File: src/design/piw_pkg.sv
// Contract
// - ten request sources feed the controller
// - per-source enable; disabled source never presented
// - global enable clear blocks every source
// - two priority bits per source, four levels
// - preempt active service only for higher level
// - topmost-level service is never interrupted
// - highest pending level wins at instruction start
// - fixed polling order breaks ties within level
// - enabled keypad request wakes idle or power-down
// - idle ends on any enabled request
// - power-down ends on wake-capable subset request
// - brownout resets by default, optionally interrupts
package piw_pkg;
  // source count and widths
  localparam int NSRC     = 10;
  localparam int SRC_W    = 4;
  localparam int LVL_W    = 2;
  localparam int NLVL     = 4;
  localparam int ADDR_W   = 4;
  localparam int DATA_W   = 8;
  // source indices in listed order
  localparam int SRC_BOD  = 5;
  localparam int SRC_KBD  = 7;
  // register offsets
  localparam logic [3:0] OFS_EN_A    = 4'h0;
  localparam logic [3:0] OFS_EN_B    = 4'h1;
  localparam logic [3:0] OFS_PLO_A   = 4'h2;
  localparam logic [3:0] OFS_PHI_A   = 4'h3;
  localparam logic [3:0] OFS_PLO_B   = 4'h4;
  localparam logic [3:0] OFS_PHI_B   = 4'h5;
  localparam logic [3:0] OFS_CTRL    = 4'h6;
  localparam logic [3:0] OFS_SERVICE = 4'h7;
  localparam logic [3:0] OFS_STAT    = 4'h8;
  localparam logic [3:0] OFS_MASK    = 4'h9;
  // field positions
  localparam int EN_GLOBAL_BIT = 7;
  localparam int REG_A_SRCS    = 7;
  localparam int CTRL_BOD_IRQ  = 0;
  localparam int ST_ACK        = 0;
  localparam int ST_WAKE       = 1;
  localparam int ST_PREEMPT    = 2;
  localparam int ST_W          = 3;
  // reset values
  localparam logic [7:0] RST_EN   = 8'h00;
  localparam logic [7:0] RST_PRIO = 8'h00;
  localparam logic [7:0] RST_CTRL = 8'h00;
  localparam logic [2:0] RST_STAT = 3'h0;
  localparam logic [2:0] RST_MASK = 3'h0;
  // sources able to end power-down: bod, wdt/rtc, keypad, comparators
  localparam logic [9:0] WAKE_PD_SET = 10'h1e0;
  // vector request toward the core
  typedef struct packed {
    logic             valid;
    logic [SRC_W-1:0] src;
    logic [LVL_W-1:0] level;
  } piw_req_t;
endpackage : piw_pkg

File: src/design/piw_ctrl.sv
`timescale 1ns/100ps
`default_nettype none
module piw_ctrl #(
  parameter int         NSRC     = piw_pkg::NSRC,       // request sources
  parameter logic [9:0] WAKE_SET = piw_pkg::WAKE_PD_SET  // power-down wake sources
) (
  input  wire logic                        clk,
  input  wire logic                        arst_n,
  // register port
  input  wire logic [piw_pkg::ADDR_W-1:0] reg_addr,
  input  wire logic [piw_pkg::DATA_W-1:0] reg_wdata,
  input  wire logic                        reg_we,
  input  wire logic                        reg_re,
  output logic      [piw_pkg::DATA_W-1:0] reg_rdata,
  // peripheral requests, levels
  input  wire logic [NSRC-1:0]             src_req,
  // core side
  input  wire logic                        inst_start,
  input  wire logic                        vec_ack,
  input  wire logic                        reti,
  input  wire logic                        core_idle,
  input  wire logic                        core_pd,
  output piw_pkg::piw_req_t                core_req,
  output logic                             wake,
  output logic                             bod_reset_req,
  output logic                             irq
);

  // enable, priority and control registers
  logic [7:0]               en_a_q;        // global bit and sources 0..6
  logic [7:0]               en_b_q;        // sources 7..9
  logic [7:0]               plo_a_q;       // priority low bits, first group
  logic [7:0]               phi_a_q;       // priority high bits, first group
  logic [7:0]               plo_b_q;       // priority low bits, second group
  logic [7:0]               phi_b_q;       // priority high bits, second group
  logic [7:0]               ctrl_q;        // brownout routing
  logic [piw_pkg::ST_W-1:0] stat_q;        // sticky events
  logic [piw_pkg::ST_W-1:0] stat_d;
  logic [piw_pkg::ST_W-1:0] mask_q;        // event mask
  logic [piw_pkg::NLVL-1:0] isr_q;         // in-service per level
  logic [piw_pkg::NLVL-1:0] isr_d;
  piw_pkg::piw_req_t        req_q;         // presented vector
  piw_pkg::piw_req_t        req_d;
  logic                     wake_q;        // registered wake
  logic [7:0]               rdata_q;       // read data, one cycle later

  // per-source flattened views
  logic [NSRC-1:0]               en_vec;   // individual enables
  logic [NSRC-1:0]               plo_vec;  // priority low bits
  logic [NSRC-1:0]               phi_vec;  // priority high bits
  logic [NSRC-1:0]               req_vec;  // requests after brownout routing
  logic [NSRC-1:0]               elig;     // enabled and requesting
  logic [piw_pkg::LVL_W-1:0]     lvl [NSRC];

  // register decode
  wire global_en = en_a_q[piw_pkg::EN_GLOBAL_BIT];
  wire bod_irq   = ctrl_q[piw_pkg::CTRL_BOD_IRQ];
  wire wr_en_a   = reg_we && (reg_addr == piw_pkg::OFS_EN_A);
  wire wr_en_b   = reg_we && (reg_addr == piw_pkg::OFS_EN_B);
  wire wr_plo_a  = reg_we && (reg_addr == piw_pkg::OFS_PLO_A);
  wire wr_phi_a  = reg_we && (reg_addr == piw_pkg::OFS_PHI_A);
  wire wr_plo_b  = reg_we && (reg_addr == piw_pkg::OFS_PLO_B);
  wire wr_phi_b  = reg_we && (reg_addr == piw_pkg::OFS_PHI_B);
  wire wr_ctrl   = reg_we && (reg_addr == piw_pkg::OFS_CTRL);
  wire wr_stat   = reg_we && (reg_addr == piw_pkg::OFS_STAT);
  wire wr_mask   = reg_we && (reg_addr == piw_pkg::OFS_MASK);

  assign en_vec  = {en_b_q[2:0], en_a_q[piw_pkg::REG_A_SRCS-1:0]};
  assign plo_vec = {plo_b_q[2:0], plo_a_q[piw_pkg::REG_A_SRCS-1:0]};
  assign phi_vec = {phi_b_q[2:0], phi_a_q[piw_pkg::REG_A_SRCS-1:0]};

  // per-source gating and level
  genvar gi;
  generate
    for (gi = 0; gi < NSRC; gi++) begin : g_src
      // brownout reaches the arbiter only when routed to interrupt
      if (gi == piw_pkg::SRC_BOD) begin : g_bod
        assign req_vec[gi] = src_req[gi] && bod_irq;
      end else begin : g_plain
        assign req_vec[gi] = src_req[gi];
      end
      assign elig[gi] = req_vec[gi] && en_vec[gi] && global_en;
      assign lvl[gi]  = {phi_vec[gi], plo_vec[gi]};
    end
  endgenerate

  // default brownout action is a reset request
  assign bod_reset_req = src_req[piw_pkg::SRC_BOD] && !bod_irq;

  // highest level, lowest index on ties
  logic                      best_valid;
  logic [piw_pkg::SRC_W-1:0] best_src;
  logic [piw_pkg::LVL_W-1:0] best_lvl;
  always_comb begin
    best_valid = 1'b0;
    best_src   = '0;
    best_lvl   = '0;
    // scan from the last source so earlier ones win equal levels
    for (int i = NSRC - 1; i >= 0; i--) begin
      if (elig[i] && (!best_valid || lvl[i] >= best_lvl)) begin
        best_valid = 1'b1;
        best_src   = piw_pkg::SRC_W'(i);
        best_lvl   = lvl[i];
      end
    end
  end

  // current service level: highest in-service flag
  wire                      any_isr = |isr_q;
  wire [piw_pkg::LVL_W-1:0] cur_lvl = isr_q[3] ? 2'h3 : isr_q[2] ? 2'h2 : isr_q[1] ? 2'h1 : 2'h0;
  // strictly higher only; level three can never be exceeded
  wire grant = best_valid && (!any_isr || best_lvl > cur_lvl);

  // highest in-service flag, cleared on return
  wire [piw_pkg::NLVL-1:0] isr_top = isr_q[3] ? 4'h8 : isr_q[2] ? 4'h4 : isr_q[1] ? 4'h2 : isr_q[0] ? 4'h1 : 4'h0;
  wire [piw_pkg::NLVL-1:0] isr_set = vec_ack && req_q.valid ? (4'h1 << req_q.level) : 4'h0;
  assign isr_d = (isr_q & ~(reti ? isr_top : 4'h0)) | isr_set;

  // vector: sampled at instruction start, dropped on acknowledge
  always_comb begin
    req_d = req_q;
    if (vec_ack) begin
      req_d.valid = 1'b0;
    end else if (inst_start) begin
      req_d.valid = grant;
      req_d.src   = best_src;
      req_d.level = best_lvl;
    end
  end

  // wake: any enabled request in idle, subset in power-down
  wire any_elig = |elig;
  wire pd_elig  = |(elig & WAKE_SET[NSRC-1:0]);
  wire wake_d   = (core_idle && any_elig) || (core_pd && pd_elig);

  // sticky events, set wins over write-one clear
  wire [piw_pkg::ST_W-1:0] ev = {vec_ack && req_q.valid && any_isr, wake_d && !wake_q,
                                 vec_ack && req_q.valid};
  assign stat_d = (stat_q & ~(wr_stat ? reg_wdata[piw_pkg::ST_W-1:0] : '0)) | ev;

  // read mux
  logic [7:0] rd_mux;
  always_comb begin
    unique case (reg_addr)
      piw_pkg::OFS_EN_A:    rd_mux = en_a_q;
      piw_pkg::OFS_EN_B:    rd_mux = en_b_q;
      piw_pkg::OFS_PLO_A:   rd_mux = plo_a_q;
      piw_pkg::OFS_PHI_A:   rd_mux = phi_a_q;
      piw_pkg::OFS_PLO_B:   rd_mux = plo_b_q;
      piw_pkg::OFS_PHI_B:   rd_mux = phi_b_q;
      piw_pkg::OFS_CTRL:    rd_mux = ctrl_q;
      piw_pkg::OFS_SERVICE: rd_mux = {req_q.valid, 3'h0, isr_q};
      piw_pkg::OFS_STAT:    rd_mux = {5'h00, stat_q};
      piw_pkg::OFS_MASK:    rd_mux = {5'h00, mask_q};
      default:              rd_mux = 8'h00;   // unmapped reads zero
    endcase
  end

  // configuration registers
  always_ff @(posedge clk or negedge arst_n) begin
    if (!arst_n) begin
      en_a_q  <= piw_pkg::RST_EN;
      en_b_q  <= piw_pkg::RST_EN;
      plo_a_q <= piw_pkg::RST_PRIO;
      phi_a_q <= piw_pkg::RST_PRIO;
      plo_b_q <= piw_pkg::RST_PRIO;
      phi_b_q <= piw_pkg::RST_PRIO;
      ctrl_q  <= piw_pkg::RST_CTRL;
      mask_q  <= piw_pkg::RST_MASK;
    end else begin
      if (wr_en_a)  en_a_q  <= reg_wdata;
      if (wr_en_b)  en_b_q  <= {5'h00, reg_wdata[2:0]};
      if (wr_plo_a) plo_a_q <= {1'b0, reg_wdata[6:0]};
      if (wr_phi_a) phi_a_q <= {1'b0, reg_wdata[6:0]};
      if (wr_plo_b) plo_b_q <= {5'h00, reg_wdata[2:0]};
      if (wr_phi_b) phi_b_q <= {5'h00, reg_wdata[2:0]};
      if (wr_ctrl)  ctrl_q  <= {7'h00, reg_wdata[0]};
      if (wr_mask)  mask_q  <= reg_wdata[piw_pkg::ST_W-1:0];
    end
  end

  // arbitration state, status and read data
  always_ff @(posedge clk or negedge arst_n) begin
    if (!arst_n) begin
      isr_q   <= '0;
      req_q   <= '0;
      wake_q  <= 1'b0;
      stat_q  <= piw_pkg::RST_STAT;
      rdata_q <= 8'h00;
    end else begin
      isr_q   <= isr_d;
      req_q   <= req_d;
      wake_q  <= wake_d;
      stat_q  <= stat_d;
      rdata_q <= reg_re ? rd_mux : 8'h00;
    end
  end

  assign core_req  = req_q;
  assign wake      = wake_q;
  assign reg_rdata = rdata_q;
  assign irq       = |(stat_q & mask_q);

  // check helpers against the selection staged for the next edge, except chk_above_cur, which uses the running service
  logic [NSRC-1:0] chk_above_sel;   // eligible above the staged level
  logic [NSRC-1:0] chk_tie_before;  // eligible at the staged level, lower index
  logic [NSRC-1:0] chk_above_cur;   // eligible above the running service
  logic [NSRC-1:0] chk_sel_hot;     // staged source, eligible at its level
  logic            chk_sel_en;      // staged source enabled, global bit set
  genvar ci;
  generate
    for (ci = 0; ci < NSRC; ci++) begin : g_chk
      assign chk_above_sel[ci]  = elig[ci] && (lvl[ci] > req_d.level);
      assign chk_tie_before[ci] = elig[ci] && (lvl[ci] == req_d.level) && (piw_pkg::SRC_W'(ci) < req_d.src);
      assign chk_above_cur[ci]  = elig[ci] && (lvl[ci] > cur_lvl);
      assign chk_sel_hot[ci]    = elig[ci] && (lvl[ci] == req_d.level) && (piw_pkg::SRC_W'(ci) == req_d.src);
    end
  endgenerate
  assign chk_sel_en = en_vec[req_d.src] && global_en;
endmodule : piw_ctrl
`default_nettype wire

File: config.mk
export PLATFORM = sky130hd
export DESIGN_NAME = piw_ctrl
export DESIGN_NICKNAME = d
export VERILOG_FILES = /design/src/design/piw_pkg.sv /design/src/design/piw_ctrl.sv
export SDC_FILE = /design/constraint.sdc
export NUM_CORES = 1
export LEC_CHECK = 0
export ABC_AREA = 1
export BUFFER_PORTS_ARGS = -buffer_cell sky130_fd_sc_hd__buf_2
export CELL_PAD_IN_SITES_DETAIL_PLACEMENT = 1
export CELL_PAD_IN_SITES_GLOBAL_PLACEMENT = 2
export CORE_MARGIN = 1
export CORE_UTILIZATION = 30
export CTS_CLUSTER_DIAMETER = 50
export DETAILED_ROUTE_END_ITERATION = 10
export PLACE_DENSITY = 0.74
export SKIP_CTS_REPAIR_TIMING = 1
export SYNTH_ARGS = -nofsm -noshare
export SYNTH_HDL_FRONTEND = slang
export SYNTH_SLANG_ARGS = --single-unit
File: constraint.sdc
create_clock -name clk -period 8.8 [get_ports clk]
set_input_delay 0.44 -clock clk [delete_from_list [all_inputs] [get_ports clk]]
set_output_delay 0.44 -clock clk [all_outputs]
set_load 0.02 [all_outputs]
### Yosys cells after proc, flatten, opt, wreduce, memory -nomap -nowiden

Index checks and enable logic that the tools add are counted.

| word-level totals | value |
|---|---|
| register bits after elaboration | 58 |
| latch bits | 0 |
| memory bits (writable) | 0 |
| memory bits (read-only) | 0 |
| bits of input ports | 31 |
| output and inout bits | 18 |
| logic and storage cells | 163 |
| memories | 0 |

| operators by class | value |
|---|---|
| $add $sub $neg | 0 |
| multiply operators | 0 |
| div/mod/pow operators | 0 |
| magnitude comparators | 10 |
| eq/ne operators | 9 |
| shift-type cells | 1 |
| multiplexer cells | 44 |
| bitwise gates (word level) | 8 |
| reductions and logical operators | 76 |

Operators with widths:

| operator | count |
|---|---|
| $pmux 8 s10 | 1 |
| $mux 4 | 13 |
| $logic_and 1x1->1 | 46 |
| $mux 2 | 13 |
| $ge 2x2->1 | 9 |
| $eq 4x3->1 const B | 4 |
| $mux 1 | 13 |
| $logic_not 1->1 | 12 |
| $logic_or 1x1->1 | 11 |
| $reduce_or 10->1 | 1 |
| $eq 4x2->1 const B | 2 |
| $eq 4x4->1 const B | 2 |
| $mux 8 | 1 |
| $reduce_or 4->1 | 2 |
| $mux 7 | 1 |
| $and 3x3->3 | 2 |
| $mux 3 | 2 |
| $and 4x4->4 | 1 |
| $eq 4x1->1 const B | 1 |
| $logic_not 4->1 | 1 |
| $not 4->4 | 1 |
| $or 4x4->4 | 1 |
| $shl 1x2->4 const A | 1 |
| $not 3->3 | 1 |
| other kinds (6) | 6 |

### Logic depth before layout (Yosys ltp)

| depth | value |
|---|---|
| word-level depth | 44 |
| mapped depth | 78 |
| depth with buffers taken out | 78 |

### Worst setup path after synthesis

Ideal clock, no wire load.

| path | value |
|---|---|
| path kind | input to register |
| start | in src_req[9] |
| end | reg req_q (netlist bit core_req[6]) |
| data arrival time | 8.991 ns |
| slack | -0.317 ns |
| stages on the path | 69 |
| buffers on the path | 0 |
| path through | nand3_4 -> nor2_1 -> ha_1 -> o21ai_0 -> nand2_1 -> nand2_2 -> nand2_1 -> and2_1 -> ha_1 -> a21oi_1 -> nand3_2 -> nand2_2 -> nand2_1 -> o21ai_2 -> ha_1 -> o21ai_0 -> nand3_1 -> nand2_2 -> [33 not listed] -> nand3b_1 -> nand2_1 -> inv_1 -> nand2_1 -> nand2_1 -> ha_1 -> o21ai_0 -> or3b_1 -> nand2_2 -> nand3_2 -> and2_1 -> ha_1 -> inv_1 -> nor2_1 -> o21ai_0 -> a21oi_1 -> nand2_1 -> o21ai_0 |

| on the way | value |
|---|---|
| longest elaborated chain between the ends | 44 |

Ends and longest elaborated chain:

| item | line | RTL |
|---|---|---|
| from (decl) | piw_ctrl.sv:16 | `input wire logic [NSRC-1:0] src_req,` |
| $logic_and 1x1->1 * (2 in a row) | piw_ctrl.sv:82 | `assign elig[gi] = req_vec[gi] && en_vec[gi] && global_en;` |
| $mux 2 / $mux 1 (equally long branches) | piw_ctrl.sv:100 | `if (elig[i] && (!best_valid \|\| lvl[i] >= best_lvl)) begin` |
| $ge 2x2->1 / $logic_not 1->1 (equally long branches) | piw_ctrl.sv:100 |  |
| $logic_or 1x1->1 | piw_ctrl.sv:100 |  |
| $logic_and 1x1->1 | piw_ctrl.sv:100 |  |
| $mux 2 / $mux 1 (equally long branches) | piw_ctrl.sv:100 |  |
| $ge 2x2->1 / $logic_not 1->1 (equally long branches) | piw_ctrl.sv:100 |  |
| $logic_or 1x1->1 | piw_ctrl.sv:100 |  |
| [28 not listed] | - |  |
| $logic_and 1x1->1 | piw_ctrl.sv:100 |  |
| $mux 2 * | piw_ctrl.sv:100 |  |
| net best_lvl, one bit | piw_ctrl.sv:93 | `logic [piw_pkg::LVL_W-1:0] best_lvl;` |
| $gt 2x2->1 * | piw_ctrl.sv:112 | `wire grant = best_valid && (!any_isr \|\| best_lvl > cur_lvl);` |
| $logic_or 1x1->1 * | piw_ctrl.sv:112 |  |
| $logic_and 1x1->1 * | piw_ctrl.sv:112 |  |
| $mux 7 * | piw_ctrl.sv:124 | `end else if (inst_start) begin` |
| $mux 1 * | piw_ctrl.sv:122 | `if (vec_ack) begin` |
| to (signal assigned) | piw_ctrl.sv:192 | `req_q <= req_d;` |
| to (decl) | piw_ctrl.sv:42 | `piw_pkg::piw_req_t req_q;` |

The timed path passes the listed nets; every way through them passes the cells marked *. The select of a mux whose other input is x is not followed.
A chain may end at the register's enable or synchronous reset.

### Final worst setup path

| path | value |
|---|---|
| start | reg en_a_q[7] |
| end | reg req_q (netlist bit core_req[6]) |

| on the way | value |
|---|---|
| longest elaborated chain between the ends | 43 |

Ends and longest elaborated chain:

| item | line | RTL |
|---|---|---|
| from (decl) | piw_ctrl.sv:30 | `logic [7:0] en_a_q;` |
| from (signal assigned) | piw_ctrl.sv:162 | `en_a_q <= piw_pkg::RST_EN;` |
| from (signal assigned) | piw_ctrl.sv:171 | `if (wr_en_a) en_a_q <= reg_wdata;` |
| $logic_and 1x1->1 | piw_ctrl.sv:82 |  |
| $mux 2 / $mux 1 (equally long branches) | piw_ctrl.sv:100 |  |
| $ge 2x2->1 / $logic_not 1->1 (equally long branches) | piw_ctrl.sv:100 |  |
| $logic_or 1x1->1 | piw_ctrl.sv:100 |  |
| $logic_and 1x1->1 | piw_ctrl.sv:100 |  |
| $mux 2 / $mux 1 (equally long branches) | piw_ctrl.sv:100 |  |
| $ge 2x2->1 / $logic_not 1->1 (equally long branches) | piw_ctrl.sv:100 |  |
| $logic_or 1x1->1 | piw_ctrl.sv:100 |  |
| [28 not listed] | - |  |
| $logic_and 1x1->1 | piw_ctrl.sv:100 |  |
| $mux 2 * | piw_ctrl.sv:100 |  |
| net best_lvl, one bit | piw_ctrl.sv:93 |  |
| $gt 2x2->1 * | piw_ctrl.sv:112 |  |
| $logic_or 1x1->1 * | piw_ctrl.sv:112 |  |
| $logic_and 1x1->1 * | piw_ctrl.sv:112 |  |
| $mux 7 * | piw_ctrl.sv:124 |  |
| $mux 1 * | piw_ctrl.sv:122 |  |

Marks and branches as above.

==> metrics.txt <==
# TYPE chip_impl_metric gauge
chip_impl_metric{name="final.setup.tns",unit="ns"} -0.172
chip_impl_info{name="ctsRootBufferMaster",value="sky130_fd_sc_hd__clkbuf_16"} 1
chip_impl_metric{name="worst_path_largest_cell_delay",unit="ns"} 0.40
chip_impl_info{name="timing.hold.worst.class",value="input pin to async pin"} 1
chip_impl_info{name="synth_top_family_by_area",value="simple AND/OR/NAND/NOR gates"} 1
chip_impl_metric{name="drcViolationCount",unit=""} 5
chip_impl_metric{name="power_per_cell_area",unit="mW/mm^2"} 225
chip_impl_metric{name="die-height",unit="um"} 112
chip_impl_metric{name="antenna_found_initial",unit=""} 0
chip_impl_info{name="layout_commonest_cell",value="sky130_fd_sc_hd__nand2_1"} 1
chip_impl_metric{name="grt.overflow.total",unit=""} 0
chip_impl_metric{name="cts_num_sinks",unit=""} 58
chip_impl_metric{name="ys_seq_area_share",unit="%"} 40.2
chip_impl_metric{name="required",unit="ns"} 9.06
chip_impl_metric{name="clock_tree.htree_level_count",unit=""} 3
chip_impl_metric{name="num-nets-final",unit=""} 644
chip_impl_metric{name="grt_pass1_vias",unit=""} 3705
chip_impl_metric{name="sum_of_buffers_and_inverters_on_the_critical_path",unit=""} 10
chip_impl_metric{name="skew",unit="ns"} 0.00576
chip_impl_info{name="critPathLaunch",value="en_a_q[7]"} 1
chip_impl_info{name="layout_common_cells",value="sky130_fd_sc_hd__nand2_1, sky130_fd_sc_hd__inv_1, sky130_fd_sc_hd__buf_4"} 1
chip_impl_metric{name="final_critical_path_setup_slack",unit="ns"} -0.172
chip_impl_metric{name="ctsLongestPathBuffers",unit=""} 2
chip_impl_metric{name="synth-simple-area-share",unit="%"} 28.8
chip_impl_metric{name="syn-num-nets",unit=""} 517
chip_impl_info{name="run_status",value="complete, but fails checks"} 1
chip_impl_metric{name="overall_die_area",unit="sq mm"} 0.0125
chip_impl_metric{name="port_buffers",unit=""} 48
chip_impl_metric{name="timing.final.crit_share",unit="%"} 102
chip_impl_metric{name="insertedDiodeCount",unit=""} 0
chip_impl_metric{name="ff_latch_count_synth",unit=""} 58
chip_impl_metric{name="cap_violations",unit=""} 0
chip_impl_metric{name="synthXorXnorAreaFrac",unit="%"} 0
chip_impl_metric{name="antenna_violating_nets_post_route",unit=""} 0
chip_impl_metric{name="synth_cells",unit=""} 467
chip_impl_metric{name="synth-warning-count",unit=""} 0
chip_impl_metric{name="fmax",unit="GHz"} 0.111
chip_impl_metric{name="proportion_of_synthesized_area_in_mux_cells",unit="%"} 0.312
chip_impl_metric{name="cts_buf_count",unit=""} 9
chip_impl_metric{name="grt_pass1_wl",unit="mm"} 19.4
chip_impl_metric{name="ir_drop",unit="V"} 0.000101
chip_impl_metric{name="synth_cell_type_count",unit=""} 38
chip_impl_metric{name="max_slew.worst_pin.slew",unit="ns"} 0.851
chip_impl_metric{name="clk_pin_slew",unit="ns"} 0.06
chip_impl_metric{name="firstDrtPassIters",unit=""} 7
chip_impl_metric{name="floorplan.die.width",unit="um"} 112
chip_impl_metric{name="initial_utilization",unit="%"} 31.2
chip_impl_metric{name="synth_area",unit="sq mm"} 0.00361
chip_impl_info{name="grt_setup_unrepaired",value="yes"} 1
chip_impl_info{name="cts_tree",value="built"} 1
chip_impl_metric{name="floorplan.rows",unit=""} 39
chip_impl_info{name="critical_path_class",value="register to register"} 1
chip_impl_metric{name="routed_wire_length_per_instance",unit="um"} 16.8
chip_impl_metric{name="critical_path_fanouts_max",unit=""} 5
chip_impl_metric{name="post-dp-hpwl",unit="mm"} 8.92
chip_impl_info{name="worst_path_max_delay_cell",value="sky130_fd_sc_hd__dfrtp_1"} 1
chip_impl_metric{name="postPlaceCellArea",unit="sq mm"} 0.00447
chip_impl_metric{name="relative_area_change_from_synthesis_to_final_layout",unit="%"} 44.2
chip_impl_info{name="critical_path.endpoint_type",value="register"} 1
chip_impl_metric{name="routed-via-count",unit=""} 3598
chip_impl_metric{name="worst_slew_margin_rel",unit="%"} 43.1
chip_impl_metric{name="maximum_number_of_pins_on_one_net_before_global_route_repair",unit=""} 59
chip_impl_metric{name="mapped_avg_cell_area",unit="sq um"} 7.73
chip_impl_metric{name="clk-insertion-delay-late",unit="ns"} 0.34
chip_impl_metric{name="globalplace.congestion",unit=""} 0.923
chip_impl_metric{name="total_leakage_power",unit="nW"} 2.65
chip_impl_metric{name="worstPathArrival",unit="ns"} 9.23
chip_impl_metric{name="max_slew_violation_total_from_the_final_report",unit=""} 0
chip_impl_metric{name="post_route_cells_drive_above_1_share",unit="%"} 38.4
chip_impl_metric{name="final-setup-viol-count",unit=""} 1
chip_impl_metric{name="timing.final.crit_period",unit="ns"} 8.97
chip_impl_info{name="crit_path_most_repeated_cell",value="sky130_fd_sc_hd__nand2_2"} 1
chip_impl_metric{name="via_per_inst",unit=""} 4.85
chip_impl_info{name="violations",value="design-rule violations, negative setup slack"} 1
chip_impl_metric{name="synth_compound_gate_area_share",unit="%"} 14.9
chip_impl_info{name="type_of_element_launching_the_critical_path",value="register"} 1
chip_impl_metric{name="core-area",unit="sq mm"} 0.0116
chip_impl_info{name="crit-reg2reg-launch",value="en_a_q[7]"} 1
chip_impl_metric{name="ioPinCount",unit=""} 49
chip_impl_metric{name="finalHoldWorstSlack",unit="ns"} 0.287
chip_impl_metric{name="routed_wirelength",unit="mm"} 12.5
chip_impl_metric{name="track_usage",unit="%"} 20.5
chip_impl_info{name="worst_path_dominant_cell_family",value="simple AND/OR/NAND/NOR gates"} 1
chip_impl_metric{name="timing_hold_violations_final",unit=""} 0
chip_impl_metric{name="drt_iter0_drc",unit=""} 127
chip_impl_metric{name="synth_adder_area_share",unit="%"} 6.59
chip_impl_metric{name="final_cell_area",unit="sq mm"} 0.00520
-- power breakdown --
group          leakage [nW]  total [mW]  switching [mW]  internal (mW)
clock network         0.166       0.403           0.129          0.275
registers             0.750       0.368          0.0490          0.319
logic                  1.74       0.401           0.218          0.183
-- registers in the layout (all words and copies together) (netlist names) --
signal	flops
phi_a_q	7
wake	1
plo_b_q	3
mask_q	3
ctrl_q	1
en_a_q	8
core_req	7
reg_rdata	8
en_b_q	3
phi_b_q	3
plo_a_q	7
stat_q	3
isr_q	4
-- cells in the mapped netlist --
| cell | n | area, sq um |
|---|---|---|
| sky130_fd_sc_hd__nand3_2 | 13 | 130 |
| sky130_fd_sc_hd__nor2_2 | 2 | 12.5 |
| sky130_fd_sc_hd__nand3b_1 | 3 | 22.5 |
| sky130_fd_sc_hd__nand3_1 | 25 | 125 |
| sky130_fd_sc_hd__clkinv_1 | 1 | 3.75 |
| sky130_fd_sc_hd__o22ai_1 | 4 | 25.0 |
| sky130_fd_sc_hd__a221oi_1 | 5 | 43.8 |
| sky130_fd_sc_hd__a32o_1 | 1 | 10.0 |
| sky130_fd_sc_hd__inv_2 | 3 | 11.3 |
| sky130_fd_sc_hd__inv_1 | 77 | 289 |
| sky130_fd_sc_hd__nand2_4 | 2 | 22.5 |
| sky130_fd_sc_hd__mux2_2 | 1 | 11.3 |
| sky130_fd_sc_hd__and2_1 | 6 | 37.5 |
| sky130_fd_sc_hd__a31oi_4 | 1 | 21.3 |
| sky130_fd_sc_hd__nand2_2 | 12 | 75.1 |
| sky130_fd_sc_hd__clkbuf_1 | 4 | 15.0 |
| sky130_fd_sc_hd__nor2_1 | 21 | 78.8 |
| sky130_fd_sc_hd__o21ai_1 | 2 | 10.0 |
| sky130_fd_sc_hd__o31ai_1 | 2 | 15.0 |
| sky130_fd_sc_hd__ha_1 | 19 | 238 |
| sky130_fd_sc_hd__nand3_4 | 2 | 35.0 |
| sky130_fd_sc_hd__o221ai_1 | 1 | 8.76 |
| sky130_fd_sc_hd__or3b_1 | 1 | 8.76 |
| sky130_fd_sc_hd__nand4_1 | 2 | 12.5 |
| sky130_fd_sc_hd__dfrtp_1 | 58 | 1450 |
| sky130_fd_sc_hd__o21ai_2 | 3 | 26.3 |
| sky130_fd_sc_hd__a41oi_1 | 2 | 17.5 |
| sky130_fd_sc_hd__nor3_2 | 1 | 10.0 |
| sky130_fd_sc_hd__a311oi_1 | 1 | 8.76 |
| sky130_fd_sc_hd__buf_6 | 1 | 11.3 |
| sky130_fd_sc_hd__o32ai_1 | 1 | 8.76 |
| sky130_fd_sc_hd__or2_0 | 1 | 6.26 |
| sky130_fd_sc_hd__nand2_1 | 119 | 447 |
| sky130_fd_sc_hd__nor3_1 | 2 | 10.0 |
| sky130_fd_sc_hd__and2_2 | 1 | 7.51 |
| sky130_fd_sc_hd__o21ai_0 | 57 | 285 |
| sky130_fd_sc_hd__a21oi_1 | 7 | 35.0 |
| sky130_fd_sc_hd__o211ai_1 | 3 | 22.5 |
-- area by class of cell --
class                   count  area, sq um
fillers                  1382         6360
clock inverters             6          105
repair buffers            121          803
flip-flops and latches     58         1450
multi-input cells         323         2130
clock buffers              10          229
inverters                  81          307
well taps                 143          179
-- metal layers --
metal,global-route usage [%],part of all wire (%),vias up
met3,4.79,3.3,14
met5,0,0,-
li1,-,-,1783
met1,26.1,47,1744
met4,5.50,1.3,0
met2,34.7,49,57
-- final timing paths --
path / endpoint / slack (ns) / cells past startpoint
min in group clk: isr_q[3] / 0.31 / 2
max: core_req[6] / -0.17 / 72
max reg2reg: core_req[6] / -0.17 / 72
min: reg_rdata[0] / 0.29 / 2
min reg2reg: core_req[3] / 0.48 / 2
max in group asynchronous: core_req[4] / 8.00 / 2
-- cells by family after synthesis --
group / Yosys count
and+or+nand+nor: 213
AOI/OAI and AO/OA: 90
buffers and inverters: 86
DFF: 58
adders and majority gates: 19
muxes: 1
-- through the flow --
| stage | total power [mW] | utilization [%] | instances | worst slack [ns] |
|---|---|---|---|---|
| after floorplan | 0.553 | - | 467 | 0.0188 |
| after global placement | 0.679 | 38.6 | 710 | -0.287 |
| after detailed placement | 0.692 | 38.6 | 710 | -0.710 |
| after CTS | 1.10 | 41.5 | 726 | -0.695 |
| after global routing | 1.24 | 45.0 | 742 | -0.734 |
| final | 1.17 | 45.0 | 742 | -0.172 |
No activity file was read; power rests on OpenSTA's default activity.
